$ cat config.mk
export PLATFORM = sky130hd
export DESIGN_NAME = acmc_top
export DESIGN_NICKNAME = d
export VERILOG_FILES = /design/src/rtl/acmc_pkg.sv /design/src/rtl/acmc_top.sv
export VERILOG_INCLUDE_DIRS = /design/src /design/src/rtl
export SDC_FILE = /design/constraint.sdc
export NUM_CORES = 1
export LEC_CHECK = 0
export BUFFER_PORTS_ARGS = -buffer_cell sky130_fd_sc_hd__buf_4
export CORE_ASPECT_RATIO = 1.4
export CORE_MARGIN = 3
export CORE_UTILIZATION = 30
export CTS_BUF_LIST = sky130_fd_sc_hd__clkbuf_16
export CTS_CLUSTER_DIAMETER = 120
export DETAILED_ROUTE_END_ITERATION = 10
export PLACE_DENSITY = 0.54
export RECOVER_POWER = 100
export SLEW_MARGIN = 10
export SYNTH_ARGS = -nofsm -noshare
export SYNTH_HDL_FRONTEND = slang
export SYNTH_SLANG_ARGS = --single-unit
$ cat constraint.sdc
create_clock -name CLK_SYS_I -period 2.75 [get_ports CLK_SYS_I]
set_input_delay 0.1375 -clock CLK_SYS_I [delete_from_list [all_inputs] [get_ports CLK_SYS_I]]
set_output_delay 0.1375 -clock CLK_SYS_I [all_outputs]
set_load 0.05 [all_outputs]
$ cat src/rtl/acmc_map.svh
// Purpose: Offsets, mode limit, reset values and timing counts.
// Assumes: APB with 32-bit data, one word per register.
// Notes: Definitions only.
`ifndef ACMC_MAP_SVH
`define ACMC_MAP_SVH
`define ACMC_OFF_MODE 12'h000
`define ACMC_OFF_CTRL 12'h004
`define ACMC_OFF_STAT 12'h008
`define ACMC_OFF_ZOFS0 12'h010
`define ACMC_MODE_MAX 3'h5
`define ACMC_MODE_RST 3'h0
`define ACMC_CLK_HZ 20000000
`define ACMC_BLINK_PERIOD_MS 2500
`define ACMC_BLINK_DARK_MS 100
`define ACMC_CALTIMEOUT_S 60
`endif

$ cat src/rtl/acmc_pkg.sv
// Purpose: Types for the axis calibration mode block.
// Assumes: Up to eight axes.
// Notes: Mode codes follow the selection values 0 through 5.
package acmc_pkg;
  typedef enum logic [2:0] {
    ACMC_M_CALZERO = 3'h0,
    ACMC_M_FIXZERO = 3'h1,
    ACMC_M_LOOPUP = 3'h2,
    ACMC_M_READOUT = 3'h3,
    ACMC_M_AUTOCAL = 3'h4,
    ACMC_M_RESTORE = 3'h5
  } acmc_mode_t;
  typedef struct packed {
    logic stop;
    logic pause;
    logic cal_done;
    logic cal_timeout;
    logic enc_present;
    logic enc_mask;
    logic pos_src_enc;
    logic ext_mode;
    logic axlen_known;
  } acmc_axis_in_t;
  typedef struct packed {
    logic cal_start;
    logic zero_motor;
    logic zero_enc;
    logic loop_en;
    logic enc_active;
    logic secvel_lift;
    logic pos_corr;
    logic vel_sel_cal;
    logic vel_sel_sec;
    logic softlim_clear;
  } acmc_axis_out_t;
endpackage

$ cat src/rtl/acmc_top.sv
// Purpose: Per-axis calibration and closed-loop mode control over APB.
// Assumes: Single 20 MHz clock; axis inputs from pins, synchronised here.
// Notes: Autocal after reset runs axes in order and blocks the bus.
//
// Design decisions made here: the placing of the registers and the APB interface to the registers.
`timescale 1ns/1ns
`default_nettype none
`include "acmc_map.svh"
module acmc_top #(
  parameter int NAXES = 4,
  parameter int TIMEOUT_CYC = `ACMC_CALTIMEOUT_S * `ACMC_CLK_HZ,
  parameter int BLINK_CYC = `ACMC_BLINK_PERIOD_MS * (`ACMC_CLK_HZ / 1000),
  parameter int DARK_CYC = `ACMC_BLINK_DARK_MS * (`ACMC_CLK_HZ / 1000)
) (
  // Clock and reset
  input wire logic CLK_SYS_I,
  input wire logic ARST_N_I,
  // APB slave
  input wire logic PSEL_I,
  input wire logic PENABLE_I,
  input wire logic PWRITE_I,
  input wire logic [11:0] PADDR_I,
  input wire logic [31:0] PWDATA_I,
  output logic [31:0] PRDATA_O,
  output logic PREADY_O,
  output logic PSLVERR_O,
  // Axis side
  input wire acmc_pkg::acmc_axis_in_t [NAXES-1:0] AXIS_I,
  input wire logic [NAXES-1:0][15:0] ZERO_OFS_I,
  input wire logic [NAXES-1:0] SAVED_CAL_I,
  output acmc_pkg::acmc_axis_out_t [NAXES-1:0] AXIS_O,
  // Status indicator and autocal state
  output logic LED_ON_O,
  output logic AUTOCAL_BUSY_O
);
  import acmc_pkg::*;

  typedef enum logic [1:0] {ST_IDLE, ST_START, ST_WAIT} acmc_seq_t;

  acmc_axis_in_t [NAXES-1:0] in_meta;
  acmc_axis_in_t [NAXES-1:0] in_sync;
  logic [NAXES-1:0][2:0] mode;
  logic [NAXES-1:0] cal_seen;
  logic [NAXES-1:0][15:0] zofs;
  logic [NAXES-1:0] loop_on;
  logic mode_err;
  logic boot;
  logic boot_d1;
  logic boot_d2;
  logic restore_win;
  logic [NAXES-1:0] saved_meta;
  logic [NAXES-1:0] saved_sync;
  logic [NAXES-1:0] start_req;
  acmc_seq_t seq;
  logic [7:0] axis_idx;
  logic [31:0] tmo_cnt;
  logic [31:0] blink_cnt;
  logic apb_acc;
  logic blocked;

  // Decode the word index of an APB address
  function automatic logic [9:0] word_of(input logic [11:0] a);
    word_of = a[11:2];
  endfunction

  // Two-stage synchroniser for all axis pin inputs
  always_ff @(posedge CLK_SYS_I or negedge ARST_N_I)
  begin
    if (!ARST_N_I)
    begin
      in_meta <= '0;
      in_sync <= '0;
    end
    else
    begin
      in_meta <= AXIS_I;
      in_sync <= in_meta;
    end
  end

  // One-cycle marker right after reset release, plus delayed copies
  always_ff @(posedge CLK_SYS_I or negedge ARST_N_I)
  begin
    if (!ARST_N_I)
    begin
      boot <= 1'b1;
      boot_d1 <= 1'b1;
      boot_d2 <= 1'b1;
    end
    else
    begin
      boot <= 1'b0;
      boot_d1 <= boot;
      boot_d2 <= boot_d1;
    end
  end

  // Restore slot waits until the saved flags have crossed both stages
  assign restore_win = boot_d2 && !boot_d1;

  // Saved-result flags come from outside the clock domain
  always_ff @(posedge CLK_SYS_I or negedge ARST_N_I)
  begin
    if (!ARST_N_I)
    begin
      saved_meta <= '0;
      saved_sync <= '0;
    end
    else
    begin
      saved_meta <= SAVED_CAL_I;
      saved_sync <= saved_meta;
    end
  end

  // Bus is held off while autocal runs, so all register accesses wait
  assign blocked = (seq != ST_IDLE) || boot;
  assign apb_acc = PSEL_I && PENABLE_I && !blocked;

  // Mode store and error flag; reset value is mode 0
  always_ff @(posedge CLK_SYS_I or negedge ARST_N_I)
  begin
    if (!ARST_N_I)
    begin
      mode <= {NAXES{`ACMC_MODE_RST}};
      mode_err <= 1'b0;
    end
    else if (apb_acc && PWRITE_I && PREADY_O == 1'b0)
    begin
      unique case (word_of(PADDR_I))
        word_of(`ACMC_OFF_MODE):
        begin
          // Each axis field 3 bits at 4-bit pitch; all axes in one write
          for (int i = 0; i < NAXES; i++)
          begin
            if (PWDATA_I[4*i +: 3] <= `ACMC_MODE_MAX)
              mode[i] <= PWDATA_I[4*i +: 3];
            else
              mode_err <= 1'b1;
          end
        end
        word_of(`ACMC_OFF_STAT):
          if (PWDATA_I[0])
            mode_err <= 1'b0;
        default:
          mode_err <= mode_err;
      endcase
    end
  end

  // Autocal sequencer: axis by axis from axis 0
  always_ff @(posedge CLK_SYS_I or negedge ARST_N_I)
  begin
    if (!ARST_N_I)
    begin
      seq <= ST_IDLE;
      axis_idx <= 8'h00;
      tmo_cnt <= 32'h0;
    end
    else
    begin
      unique case (seq)
        ST_IDLE:
          if (boot)
          begin
            seq <= ST_START;
            axis_idx <= 8'h00;
          end
        ST_START:
        begin
          tmo_cnt <= 32'h0;
          if (axis_idx >= 8'(NAXES))
            seq <= ST_IDLE;
          else if (mode[axis_idx] == ACMC_M_AUTOCAL)
            seq <= ST_WAIT;
          else
            axis_idx <= axis_idx + 8'h01;
        end
        ST_WAIT:
        begin
          // Full time limit is consumed when nothing answers
          if (in_sync[axis_idx].cal_done ||
              in_sync[axis_idx].cal_timeout ||
              tmo_cnt >= 32'(TIMEOUT_CYC - 1))
          begin
            seq <= ST_START;
            axis_idx <= axis_idx + 8'h01;
          end
          else if (!in_sync[axis_idx].pause)
            tmo_cnt <= tmo_cnt + 32'h1;
        end
        default:
          seq <= ST_IDLE;
      endcase
    end
  end

  // Start pulse per axis at entry into its wait
  always_ff @(posedge CLK_SYS_I or negedge ARST_N_I)
  begin
    if (!ARST_N_I)
      start_req <= '0;
    else
      for (int i = 0; i < NAXES; i++)
        start_req[i] <= (seq == ST_START) && (axis_idx == 8'(i)) &&
                        (mode[i] == ACMC_M_AUTOCAL) &&
                        !in_sync[i].stop;
  end

  // Status indicator: short dark slot each period while busy
  always_ff @(posedge CLK_SYS_I or negedge ARST_N_I)
  begin
    if (!ARST_N_I)
    begin
      blink_cnt <= 32'h0;
      LED_ON_O <= 1'b1;
      AUTOCAL_BUSY_O <= 1'b0;
    end
    else
    begin
      AUTOCAL_BUSY_O <= (seq != ST_IDLE);
      if (seq == ST_IDLE)
      begin
        blink_cnt <= 32'h0;
        LED_ON_O <= 1'b1;
      end
      else
      begin
        blink_cnt <= (blink_cnt >= 32'(BLINK_CYC - 1)) ? 32'h0 :
                     blink_cnt + 32'h1;
        LED_ON_O <= (blink_cnt >= 32'(DARK_CYC));
      end
    end
  end

  // Per-axis behaviour
  genvar g;
  generate
    for (g = 0; g < NAXES; g++)
    begin : g_axis
      logic closed_ok;
      assign closed_ok = in_sync[g].enc_mask && in_sync[g].enc_present;

      // Calibration seen, zero offset capture, closed-loop latch
      always_ff @(posedge CLK_SYS_I or negedge ARST_N_I)
      begin
        if (!ARST_N_I)
        begin
          cal_seen[g] <= 1'b0;
          zofs[g] <= 16'h0000;
          loop_on[g] <= 1'b0;
        end
        else
        begin
          if (restore_win && mode[g] == ACMC_M_RESTORE && saved_sync[g])
            cal_seen[g] <= 1'b1;
          else if (in_sync[g].cal_done)
            cal_seen[g] <= 1'b1;
          if (in_sync[g].cal_done && mode[g] == ACMC_M_FIXZERO)
            zofs[g] <= ZERO_OFS_I[g];
          // Mask and encoder gate the loop; otherwise modes 1/2 close it, 0/4 after calibration, 3/5 keep it open
          if (!closed_ok)
            loop_on[g] <= 1'b0;
          else if (mode[g] == ACMC_M_FIXZERO ||
                   mode[g] == ACMC_M_LOOPUP)
            loop_on[g] <= 1'b1;
          else if (mode[g] == ACMC_M_CALZERO ||
                   mode[g] == ACMC_M_AUTOCAL)
            loop_on[g] <= cal_seen[g] || in_sync[g].cal_done;
          else if (mode[g] == ACMC_M_RESTORE ||
                   mode[g] == ACMC_M_READOUT)
            loop_on[g] <= 1'b0;
        end
      end

      // Registered axis command outputs
      always_ff @(posedge CLK_SYS_I or negedge ARST_N_I)
      begin
        if (!ARST_N_I)
          AXIS_O[g] <= '0;
        else
        begin
          AXIS_O[g].cal_start <= start_req[g];
          // Zero set on calibration except in mode 1
          AXIS_O[g].zero_motor <= in_sync[g].cal_done &&
                                  mode[g] != ACMC_M_FIXZERO;
          AXIS_O[g].zero_enc <= in_sync[g].cal_done &&
                                mode[g] == ACMC_M_READOUT;
          AXIS_O[g].loop_en <= loop_on[g];
          // Encoder wakes in modes 1/2 even with loop disabled
          AXIS_O[g].enc_active <= in_sync[g].enc_present &&
            (mode[g] == ACMC_M_FIXZERO || mode[g] == ACMC_M_LOOPUP ||
             (mode[g] == ACMC_M_READOUT && in_sync[g].enc_mask));
          AXIS_O[g].secvel_lift <= in_sync[g].axlen_known ||
            (mode[g] == ACMC_M_RESTORE && cal_seen[g]);
          AXIS_O[g].pos_corr <= mode[g] == ACMC_M_RESTORE &&
                                cal_seen[g];
          AXIS_O[g].vel_sel_cal <= in_sync[g].ext_mode;
          AXIS_O[g].vel_sel_sec <= !in_sync[g].axlen_known;
          AXIS_O[g].softlim_clear <= boot &&
                                     mode[g] == ACMC_M_RESTORE;
        end
      end
    end
  endgenerate

  // APB answer: one wait state, error on unmapped addresses
  always_ff @(posedge CLK_SYS_I or negedge ARST_N_I)
  begin
    if (!ARST_N_I)
    begin
      PREADY_O <= 1'b0;
      PRDATA_O <= 32'h0;
      PSLVERR_O <= 1'b0;
    end
    else if (apb_acc && !PREADY_O)
    begin
      PREADY_O <= 1'b1;
      PRDATA_O <= 32'h0;
      PSLVERR_O <= 1'b0;
      if (word_of(PADDR_I) == word_of(`ACMC_OFF_MODE))
      begin
        for (int i = 0; i < NAXES; i++)
          PRDATA_O[4*i +: 3] <= mode[i];
      end
      else if (word_of(PADDR_I) == word_of(`ACMC_OFF_STAT))
      begin
        PRDATA_O[0] <= mode_err;
        PRDATA_O[1] <= (seq != ST_IDLE);
        for (int i = 0; i < NAXES; i++)
        begin
          PRDATA_O[8+i] <= cal_seen[i];
          PRDATA_O[16+i] <= loop_on[i];
          PRDATA_O[24+i] <= in_sync[i].pos_src_enc;
        end
      end
      else if (word_of(PADDR_I) >= word_of(`ACMC_OFF_ZOFS0) &&
               word_of(PADDR_I) < word_of(`ACMC_OFF_ZOFS0) + 10'(NAXES))
        PRDATA_O[15:0] <= zofs[word_of(PADDR_I) -
                                word_of(`ACMC_OFF_ZOFS0)];
      else if (word_of(PADDR_I) != word_of(`ACMC_OFF_CTRL))
        PSLVERR_O <= 1'b1;
    end
    else
    begin
      PREADY_O <= 1'b0;
      PSLVERR_O <= 1'b0;
    end
  end
  // Status bits from 24 up tell which position each axis query reports.
  // Host-side encoder setup is assumed.
endmodule
`default_nettype wire

# ---- Yosys cells after proc, flatten, opt, wreduce, memory -nomap -nowiden
# Cells that the tools add are included.
dict set report word_totals {
  ff_bits 314
  output_inout_bits 76
}
dict set report classes {
  bitwise 1
  muxes 74
  add_sub_neg 4
  eq_ne 45
  order_cmp 12
  n_reduce_logical 120
}
# op n
set ops {}
lappend ops {{$mux 32} 4}
lappend ops {{$add 32x1->32 const B} 2}
lappend ops {{$pmux 32 s2} 1}
lappend ops {{$logic_and 1x1->1} 59}
lappend ops {{$mux 8} 5}
lappend ops {{$mux 1} 39}
lappend ops {{$bmux 16 s2} 1}
lappend ops {{$ge 32x21->1 const B} 1}
lappend ops {{$ge 32x26->1 const B} 1}
lappend ops {{$ge 32x31->1 const B} 1}
lappend ops {{$mux 16} 2}
lappend ops {{$eq 3x3->1 const B} 9}
lappend ops {{$logic_or 1x1->1} 27}
lappend ops {{$eq 3x2->1 const B} 8}
lappend ops {{$pmux 8 s3} 1}
lappend ops {{$mux 4} 5}
lappend ops {{$bmux 9 s2} 1}
lappend ops {{$reduce_and 3->1} 6}
lappend ops {{$eq 8x2->1 const B} 2}
lappend ops {{$ne 4x1->1 const B} 4}
lappend ops {{$mux 3} 5}
lappend ops {{$ne 2x2->1 const B} 7}
lappend ops {{$reduce_bool 2->1} 7}
lappend ops {{$eq 3x1->1 const B} 4}
lappend ops {{other kinds (31)} 54}

# ---- Depth between registers and ports, before layout
# Gate-level depths: netlist of the first run.
dict set report depth {
  depth_word 7
  mapped_depth 11
  mapped_depth_nobuf 9
}

# ---- Worst setup path before layout of the first run
# No wires, ideal clock.
dict set report synth_timing {
  path_type {register to register}
  from {register tmo_cnt[22]}
  to {register axis_idx[7]}
  t_arrival_ns 2.410
  period_less_slack_ns 2.535
  n_path_buf 2
  required_time_ns 2.625
  path_slack_ns 0.215
  stages_incl_launch_ff 8
  path_cell_list {dfrtp_1 > or4_1 > a2111o_1 > and2_4 > buf_6 > or3_4 > buf_6 > mux2_4}
}
dict set report synth_between {
  elab_chain_cells 4
}
# item line_no
set synth_lines {}
lappend synth_lines {{start, declared} acmc_top.sv:56} ;# logic [31:0] tmo_cnt;
lappend synth_lines {{start signal, assigned} acmc_top.sv:190} ;# tmo_cnt <= tmo_cnt + 32'h1;
lappend synth_lines {{$ge 32x31->1} acmc_top.sv:184} ;# tmo_cnt >= 32'(TIMEOUT_CYC - 1))
lappend synth_lines {{$logic_or 1x1->1} acmc_top.sv:183} ;# in_sync[axis_idx].cal_timeout ||
lappend synth_lines {{$ne 2x2->1 (no source line)} -}
lappend synth_lines {{$reduce_and 5->1 (no source line)} -}
lappend synth_lines {{end signal, assigned} acmc_top.sv:177} ;# axis_idx <= axis_idx + 8'h01;
lappend synth_lines {{end signal, assigned} acmc_top.sv:187} ;# axis_idx <= axis_idx + 8'h01;
lappend synth_lines {{end, declared} acmc_top.sv:55} ;# logic [7:0] axis_idx;
# No other way between the ends.
# A chain may end at the register's enable or synchronous reset.

# ---- Worst setup path in the final report of the first run
# Ends and elaborated chain as after synthesis.

==> results of run 1 <==
[cell usage after synthesis (8+ instances only)]
cell type / n / area share (%)
or2_2: 8 / 0.40
nand3_1: 45 / 1.8
nor4_1: 9 / 0.45
nand2_1: 71 / 2.1
a21oi_1: 28 / 1.1
o21ai_0: 21 / 0.84
inv_1: 26 / 0.78
and3_1: 19 / 0.95
nand4_1: 21 / 1.0
buf_4: 11 / 0.66
a31oi_1: 9 / 0.45
nor3_1: 21 / 0.84
ha_1: 12 / 1.2
xor2_1: 16 / 1.1
dfrtp_1: 310 / 62
clkbuf_1: 37 / 1.1
nand2b_1: 12 / 0.60
nor2_1: 111 / 3.3
mux2_2: 68 / 6.1
mux4_2: 17 / 3.1
or3_1: 14 / 0.70
o31ai_1: 8 / 0.48
xnor2_1: 16 / 1.1
or4_1: 8 / 0.48
o22a_1: 8 / 0.56
[flip-flops by register name, indices dropped and copies added (netlist names), 2 cells and up]
| name | count |
|---|---|
| AXIS_O | 40 |
| loop_on | 4 |
| in_meta | 36 |
| saved_meta | 4 |
| mode | 12 |
| axis_idx | 8 |
| saved_sync | 4 |
| in_sync | 36 |
| cal_seen | 4 |
| blink_cnt | 32 |
| seq | 2 |
| zofs | 64 |
| PRDATA_O | 24 |
| start_req | 4 |
| tmo_cnt | 32 |
[path summary, 6_finish.rpt]
kind	from	to	cells after the start	slack, ps
setup / recovery	tmo_cnt[22]	axis_idx[7]	5	180
hold / removal	PADDR_I[3]	PRDATA_O[15]	4	230
setup reg to reg	tmo_cnt[22]	axis_idx[7]	5	180
hold reg to reg	in_meta[29]	in_sync[29]	0	340
max in group asynchronous	ARST_N_I	boot_d2	3	490
min in group asynchronous	ARST_N_I	zofs[46]	2	840
[kinds of logic (layout without fill, tap and decap cells)]
kind of cell,Yosys count,in the layout,share of synthesized area [%]
AO/OA/AOI/OAI,121,121,6.606
XOR/XNOR,32,32,2.235
adder cells (fa/ha/maj),12,12,1.197
buffers and inverters,83,445,2.963
flip-flops,314,314,62.70
multiplexers,92,92,9.759
other,1,18,0.02991
AND/OR/NAND/NOR,367,367,14.51
[layout by cell type (no fill, tap or decap), drive strengths merged, types with 17 or more instances in the layout]
| master | netlist | layout |
|---|---|---|
| clkbuf | 37 | 159 |
| nand3 | 45 | 45 |
| mux4 | 17 | 17 |
| o21ai | 21 | 21 |
| buf | 20 | 112 |
| inv | 26 | 37 |
| a21oi | 28 | 28 |
| dfrtp | 310 | 310 |
| mux2 | 69 | 69 |
| nand2 | 71 | 71 |
| nand4 | 21 | 21 |
| nor2 | 111 | 111 |
| dlygate4sd3 | 0 | 120 |
| and3 | 20 | 20 |
| nor3 | 21 | 21 |
[power groups by stage]
stage               logic [mW]  clock network, mW  registers (mW)
CTS                       2.06               4.48            4.99
global route              2.10               4.65            5.01
detailed placement        1.91                  0            5.08
finish                    1.92               4.32            4.99
global placement          1.90                  0            5.07
floorplan                0.822                  0            5.42
[routing by layer]
| layer | track usage (%) | part of all wire (%) |
|---|---|---|
| met2 | 28.99 | 54 |
| met3 | 3.673 | 5.4 |
| met4 | 4.633 | 2.4 |
| met5 | 0 | 0.038 |
| met1 | 17.71 | 38 |
[worst max-delay path, cell delays in order, from the launching register on]
cell      delay (ps)
dfrtp_1          410
or4_1            580
a2111o_1         470
and2_4           220
or3_4            450
mux2_1           330
[final cells by class]
type                            count  area, sq um
Sequential cell                   314         7863
Timing Repair Buffer              357         2704
Fill cell                        4023        24510
Tap cell                          540        675.6
Clock buffer                       34        850.8
Clock inverter                     28        192.7
Multi-Input combinational cell    639         4387
Antenna cell                        3        7.507
Inverter                           26        97.59
[timing repair]
| action | CTS | global route |
|---|---|---|
| gates resized for setup | 0 | 3 |
| hold buffers | 120 | 0 |
| hold endpoints to repair | 196 | 0 |
| endpoints found under the setup margin | 0 | 9 |
[per-stage QoR]
| stage | cells | instance area (sq um) | power, mW | worst slack (ps) |
|---|---|---|---|---|
| 6_report | 1941 | 16780 | 11.23 | 175.2 |
| 5_1_grt | 1941 | 16780 | 11.77 | 37.64 |
| 4_1_cts | 1938 | 17090 | 11.54 | 156.5 |
| 3_5_place_dp | 1756 | 14840 | 6.992 | 182.1 |
| 3_3_place_gp | 1756 | 14840 | 6.964 | 225.2 |
| 2_1_floorplan | 1036 | 12590 | 6.239 | 215.3 |
==> flow_summary.toml, run 1 <==
[grt]
overflow = 0
grt_max_degree = 85
antenna_found_initial = 6
grt_pass1_vias = 9649
grt_usage_pct = 15.65
grt_pass1_wl_um = 53820

[detailed_routing]
routed_wl_um = 33810
drc = 0
viasPerCell = 4.639
ant_nets = 0
drtPass1Iterations = 5
num_vias = 9004
drt-initial-drc-count = 435
post_drt_wl_per_cell_um = 17.42

[timing]
hold_viol_final = 0
worstMarginPinSlew_ps = 2197
timing.final.crit_share_pct = 93.63
rsz0062_at_grt = "false"
hold-worst-slack_ps = 228.0
slew_viol_final = 82
max_clock_freq_mhz = 388.4
setup_viol = 0
skew_ps = 18.35
final.setup.tns_ps = 0
relSlewSlack_pct = -46.44
period_needed_ps = 2575

[synth]
yosysUniqueCellTypes = 63
syn-instance-count = 1022
ys_seq_elements = 314
synth-seq-area-share_pct = 62.70
synth_edf_count = 0
syn_area_per_cell_sq_um = 12.27
synth_warnings = 0
ys_async_sr_fraction_pct = 100.0
synth_top_flop_cell = "dfrtp_1"
netlist_area_sq_mm = 0.01254

[power_and_ir_drop]
power.leakage_nw = 7.576
clock_power_share_pct = 38.5
power_density_mw_per_mm2 = 669.3
seqPwrFrac_pct = 44.4
swShare_pct = 30.02
ir_drop_mv = 0.4324
intPower_mw = 7.858
power_frac_comb_pct = 17.1
p_switching_mw = 3.371

[die]
num_io_pins = 229
dieArea_sq_mm = 0.04432
initial_utilization_pct = 30.37
die_x_um = 178.8
row_count = 88
die_height_um = 247.9
core-area_sq_mm = 0.04129

[clock_network]
clock-root-buffer = "clkbuf_16"
clockBufferDepth = 3
path_clk_slew_ps = 60
clkSinkCount = 314
cts.htree.levels = 2
postCtsSetupBuffers = 0
cts_tree = "yes"
numCtsBuffers = 34
insertion_delay_ps = 530

[setup_path]
path_max_fanout = 9
start_kind = "flip-flop"
cp.arrival_ps = 2970
cp-end-kind = "flip-flop"
required_ps = 3150
worstSetupPathType = "flip-flop to flip-flop"

[final_layout]
final_layout_size_suffix_gt1_share_pct = 22.39
area_delta_synth_final_pct = 33.80
finish.utilization_pct = 40.63
fin_nets = 1537

[status]
violations = "capacitance limit, slew limit"
status = "complete, but fails checks"

[placed_design]
io_buffers = 198
gp_congestion = 0.7784
dp_hpwl_um = 24110

[hold_path]
hp-class = "primary input to flip-flop"

[job]
cap_violations = 1
Power figures use the tool's default switching activity.
==> run 2: changes to the inputs <==
==> constraint.sdc (replaced) <==
create_clock -name CLK_SYS_I -period 3.3 [get_ports CLK_SYS_I]
set_input_delay 0.165 -clock CLK_SYS_I [delete_from_list [all_inputs] [get_ports CLK_SYS_I]]
set_output_delay 0.165 -clock CLK_SYS_I [all_outputs]
set_load 0.05 [all_outputs]
==> flow_summary.toml, run 2 (synthesis results as in run 1) <==
[setup_path]
path_max_fanout = 9
crit_path_max_incr_delay_ps = 610
worstSetupPathType = "flip-flop to flip-flop"
cp.buffers_inverters = 0
start_kind = "flip-flop"
crit_family = "simple AND/OR/NAND/NOR gates"
startpoint = "tmo_cnt[22]"
ff2ff_setup_slack_ps = 400
worst_r2r_startpoint = "tmo_cnt[22]"
worst-r2r-cell-count = 5
required_ps = 3710
crit_chain = "or4_1 > a2111o_1 > and2_0 > or3_1 > mux2_1"
cp-end-kind = "flip-flop"
crit_slowest_cell = "or3_1"
cp.arrival_ps = 3310
reg2reg_to = "axis_idx[7]"

[detailed_routing]
viasPerCell = 4.691
drt-initial-drc-count = 444
drtPass1Iterations = 6
routed_wl_um = 33570
num_vias = 9040
drc = 0
ant_nets = 0
post_drt_wl_per_cell_um = 17.42

[clock_network]
cts.htree.levels = 2
path_clk_slew_ps = 60
ctsResizeCount = 0
postCtsHoldBufs = 122
numCtsBuffers = 35
insertion_delay_ps = 530
clockBufferDepth = 3
cts_tree = "yes"
clkSinkCount = 314
clock-root-buffer = "clkbuf_16"
postCtsSetupBuffers = 0

[hold_path]
hp-class = "primary input to flip-flop"
worstHoldEndpoint = "PSLVERR_O"
whs_path_depth = 4
hp-start = "PADDR_I[9]"

[timing]
period_needed_ps = 2903
worstMarginPinSlew_ps = 1722
setup_ws_ps = 397.2
hold_viol_final = 0
setup_viol = 0
skew_ps = 35.44
relSlewSlack_pct = -14.82
slew_viol_final = 178
max_clock_freq_mhz = 344.5
timing.final.crit_share_pct = 87.96
final.setup.tns_ps = 0
rsz0062_at_grt = "false"

[power_and_ir_drop]
power.leakage_nw = 7.491
total_power_mw = 9.530
power_density_mw_per_mm2 = 570.7
ir_drop_mv = 0.3260

[final_layout]
fillers = 4004
seq_area_sq_mm = 0.007863
top_register = "zofs"
largest_register_ffs = 64
largest_registers = "zofs: 64 flops, AXIS_O: 40 flops"
final_layout_size_suffix_gt1_share_pct = 20.88
fin_nets = 1524
fin_area_sq_mm = 0.01670
final_common_cell = "dfrtp_1"
final_cell_mix = "dfrtp_1, dlygate4sd3_1, nor2_1"
finish.utilization_pct = 40.44
multiInputGateArea_sq_mm = 0.004364
area_delta_synth_final_pct = 33.17

[die]
row_count = 88
die_height_um = 247.9
die_x_um = 178.8
num_io_pins = 229
initial_utilization_pct = 30.37
dieArea_sq_mm = 0.04432
core-area_sq_mm = 0.04129

[job]
cap_violations = 3

[grt]
grt_pass1_wl_um = 53360
grt_max_degree = 106
grt_pass1_vias = 9551
overflow = 0
grt_usage_pct = 15.42
antenna_found_initial = 3

[status]
status = "complete, but fails checks"
violations = "capacitance limit, slew limit"

[placed_design]
io_buffers = 198
dp_hpwl_um = 23600
dp_slack_ps = 723.5
place_area_sq_mm = 0.01471
gp_congestion = 0.8245
## run 2: cell types whose count changed in the layout (fill, tap and decap cells not counted), moves of 3 or more
cell,change
buf_4,-13
clkbuf_1,+5
clkbuf_2,-5
inv_1,-5
buf_12,-3
clkinv_1,+3
clkinv_4,-3
## run 2: metal layers
layer  track usage [%]  wire, um  up-vias
met5                 0         0        -
met4             6.261      1140        0
met3             3.719      1865       59
met2             26.98     17780      212
met1             18.05     12790     4520
li1                  -         -     4249
## run 2: report_power, final
part	internal (mW)	switching, mW
Combinational	0.492	1.05
Sequential	4.04	0.128
Clock	2.23	1.58
Total	6.76	2.77
## run 2: worst min-delay path, cell delays in order
cell     delay, ps
buf_4           80
nor4_1          40
buf_4          140
a21oi_1        120
## run 2: worst max-delay path by stage
stage	endpoint	slack, ps	cells after the start
floorplan	axis_idx[7]	770	7
global placement	tmo_cnt[28]	770	6
detailed placement	mode[3]	720	10
CTS	mode[7]	460	10
global route	axis_idx[6]	220	6
finish	axis_idx[7]	400	5
## run 2: area by class of cell
class                   count  share of cell area, %
repair buffers            343                  15.36
inverters                  26                 0.5844
diodes                      3                0.04496
clock inverters            26                  1.349
well taps                 540                  4.046
flip-flops and latches    314                  47.09
multi-input cells         639                  26.14
clock buffers              36                  5.395
## run 2: per-stage QoR
stage / hold WS, ps / cells
2_1_floorplan: -130.6 / 1036
3_3_place_gp: 273.0 / 1740
3_5_place_dp: 275.3 / 1740
4_1_cts: 26.11 / 1924
5_1_grt: 70.86 / 1927
6_report: 51.26 / 1927
==> run 3: changes to the inputs <==
--- a/config.mk
+++ b/config.mk
@@ -9,11 +9,11 @@
 export BUFFER_PORTS_ARGS = -buffer_cell sky130_fd_sc_hd__buf_4
 export CORE_ASPECT_RATIO = 1.4
 export CORE_MARGIN = 3
-export CORE_UTILIZATION = 30
+export CORE_UTILIZATION = 52
 export CTS_BUF_LIST = sky130_fd_sc_hd__clkbuf_16
 export CTS_CLUSTER_DIAMETER = 120
 export DETAILED_ROUTE_END_ITERATION = 10
-export PLACE_DENSITY = 0.54
+export PLACE_DENSITY = 0.81
 export RECOVER_POWER = 100
 export SLEW_MARGIN = 10
 export SYNTH_ARGS = -nofsm -noshare
==> flow_summary.toml, run 3 (synthesis results as in run 1) <==
[grt]
antenna_found_initial = 5
grt_pass1_wl_um = 54530
grt_max_degree = 100
overflow = 0
grt_pass1_vias = 10190
grt_usage_pct = 26.99

[final_layout]
largest_registers = "zofs: 64 flops, AXIS_O: 40 flops"
final_cell_mix = "dfrtp_1, dlygate4sd3_1, nor2_1"
area_delta_synth_final_pct = 29.90
seq_area_sq_mm = 0.007863
finalNonFillerCells = 1687
final_layout_size_suffix_gt1_share_pct = 20.22
top_register = "zofs"
fin_area_sq_mm = 0.01629
fillers = 1641
multiInputGateArea_sq_mm = 0.004369
fin_nets = 1516
final_common_cell = "dfrtp_1"
largest_register_ffs = 64

[detailed_routing]
drtPass1Iterations = 6
ant_nets = 0
highest_layer = "met4"
viasPerCell = 5.653
wl_met1_um = 12270
num_vias = 9537
post_drt_wl_per_cell_um = 20.63
wl_met3_um = 2281
routed-wl-met2_um = 18220
drc = 0
routed_wl_um = 34800
drt-initial-drc-count = 812

[setup_path]
cp.arrival_ps = 3530
start_kind = "flip-flop"
worst-r2r-cell-count = 10
cp-end-kind = "flip-flop"
required_ps = 3740
path_max_fanout = 14
worstSetupPathType = "flip-flop to flip-flop"

[clock_network]
clock-root-buffer = "clkbuf_16"
postCtsSetupBuffers = 0
clockBufferDepth = 3
insertion_delay_ps = 560
numCtsBuffers = 30
cts.htree.levels = 1
cts_tree = "yes"
clkSinkCount = 314
path_clk_slew_ps = 70

[timing]
period_needed_ps = 3083
relSlewSlack_pct = -62.22
setup_viol = 0
hold_viol_final = 0
final.setup.tns_ps = 0
max_clock_freq_mhz = 324.3
skew_ps = 19.14
slew_viol_final = 98
setup_ws_ps = 216.6
worstMarginPinSlew_ps = 2433
timing.final.crit_share_pct = 93.44
rsz0062_at_grt = "false"

[power_and_ir_drop]
power.leakage_nw = 7.461
power_density_mw_per_mm2 = 567.2
ir_drop_mv = 0.4627

[hold_path]
hp-class = "primary input to flip-flop"
whs_path_depth = 4

[placed_design]
dp_hpwl_um = 21220
io_buffers = 198
dpl.cell_count = 1501
place_area_sq_mm = 0.01437
dp_slack_ps = 586.9
gp_congestion = 0.8777

[die]
initial_utilization_pct = 53.47
die_x_um = 137.2
core-area_sq_mm = 0.02345
row_count = 66
dieArea_sq_mm = 0.02604
die_height_um = 189.7
num_io_pins = 229

[job]
cap_violations = 1

[status]
violations = "capacitance limit, slew limit"
status = "complete, but fails checks"
run 3: power breakdown:
group | internal (mW) | switching (mW) | total [mW] | leakage [nW]
Combinational | 0.490 | 1.07 | 1.56 | 2.87
Sequential | 4.04 | 0.159 | 4.20 | 4.08
Clock | 2.01 | 1.48 | 3.48 | 0.511
run 3: through the flow:
| stage | power (mW) | hold slack (ps) | utilization (%) |
|---|---|---|---|
| floorplan | 5.199 | -130.6 | - |
| global placement | 5.720 | 234.5 | 61.28 |
| detailed placement | 5.762 | 244.3 | 61.28 |
| CTS | 9.305 | 7.007 | 70.80 |
| global route | 9.566 | 56.14 | 69.46 |
| finish | 9.240 | 36.04 | 69.46 |
run 3: final cells by class:
cell class                 count  share of cell area [%]
antenna                        6                 0.09217
clock buffer                  31                   4.762
clock inverter                25                   1.321
inverter                      26                  0.5991
multi-input combinational    639                   26.82
sequential                   314                   48.27
tap                          306                   2.350
timing repair buffer         340                   15.78
run 3: repair_timing:
action,4_1_cts,5_1_grt
endpoints found under the setup margin,0,3
hold endpoints to repair,210,0
hold buffers,124,0
gates resized for setup,0,1
run 3: worst max-delay path, cell delays in order (launching register included):
cell           delay, ps
dfrtp_1              420
inv_1                110
ha_1                 230
nor2b_1              340
nand3_1              110
or2_2                300
inv_1                 90
nand3_2              250
a21oi_1              220
mux2_2               350
dlygate4sd3_1        550
run 3: worst paths after layout:
path,slack [ps],to,start
setup / recovery,220,mode[9],seq[1]
hold / removal,40,PSLVERR_O,PADDR_I[10]
setup reg to reg,220,mode[9],seq[1]
hold reg to reg,340,AXIS_O[9],start_req[0]
max in group asynchronous,560,AXIS_O[16],ARST_N_I
min in group asynchronous,860,in_meta[10],ARST_N_I
run 3: layer usage:
metal  vias to the layer above  track usage, %
li1                       4232               -
met3                       133           5.212
met4                         0           14.94
met1                      4766           30.90
met5                         -               0
met2                       406           47.00
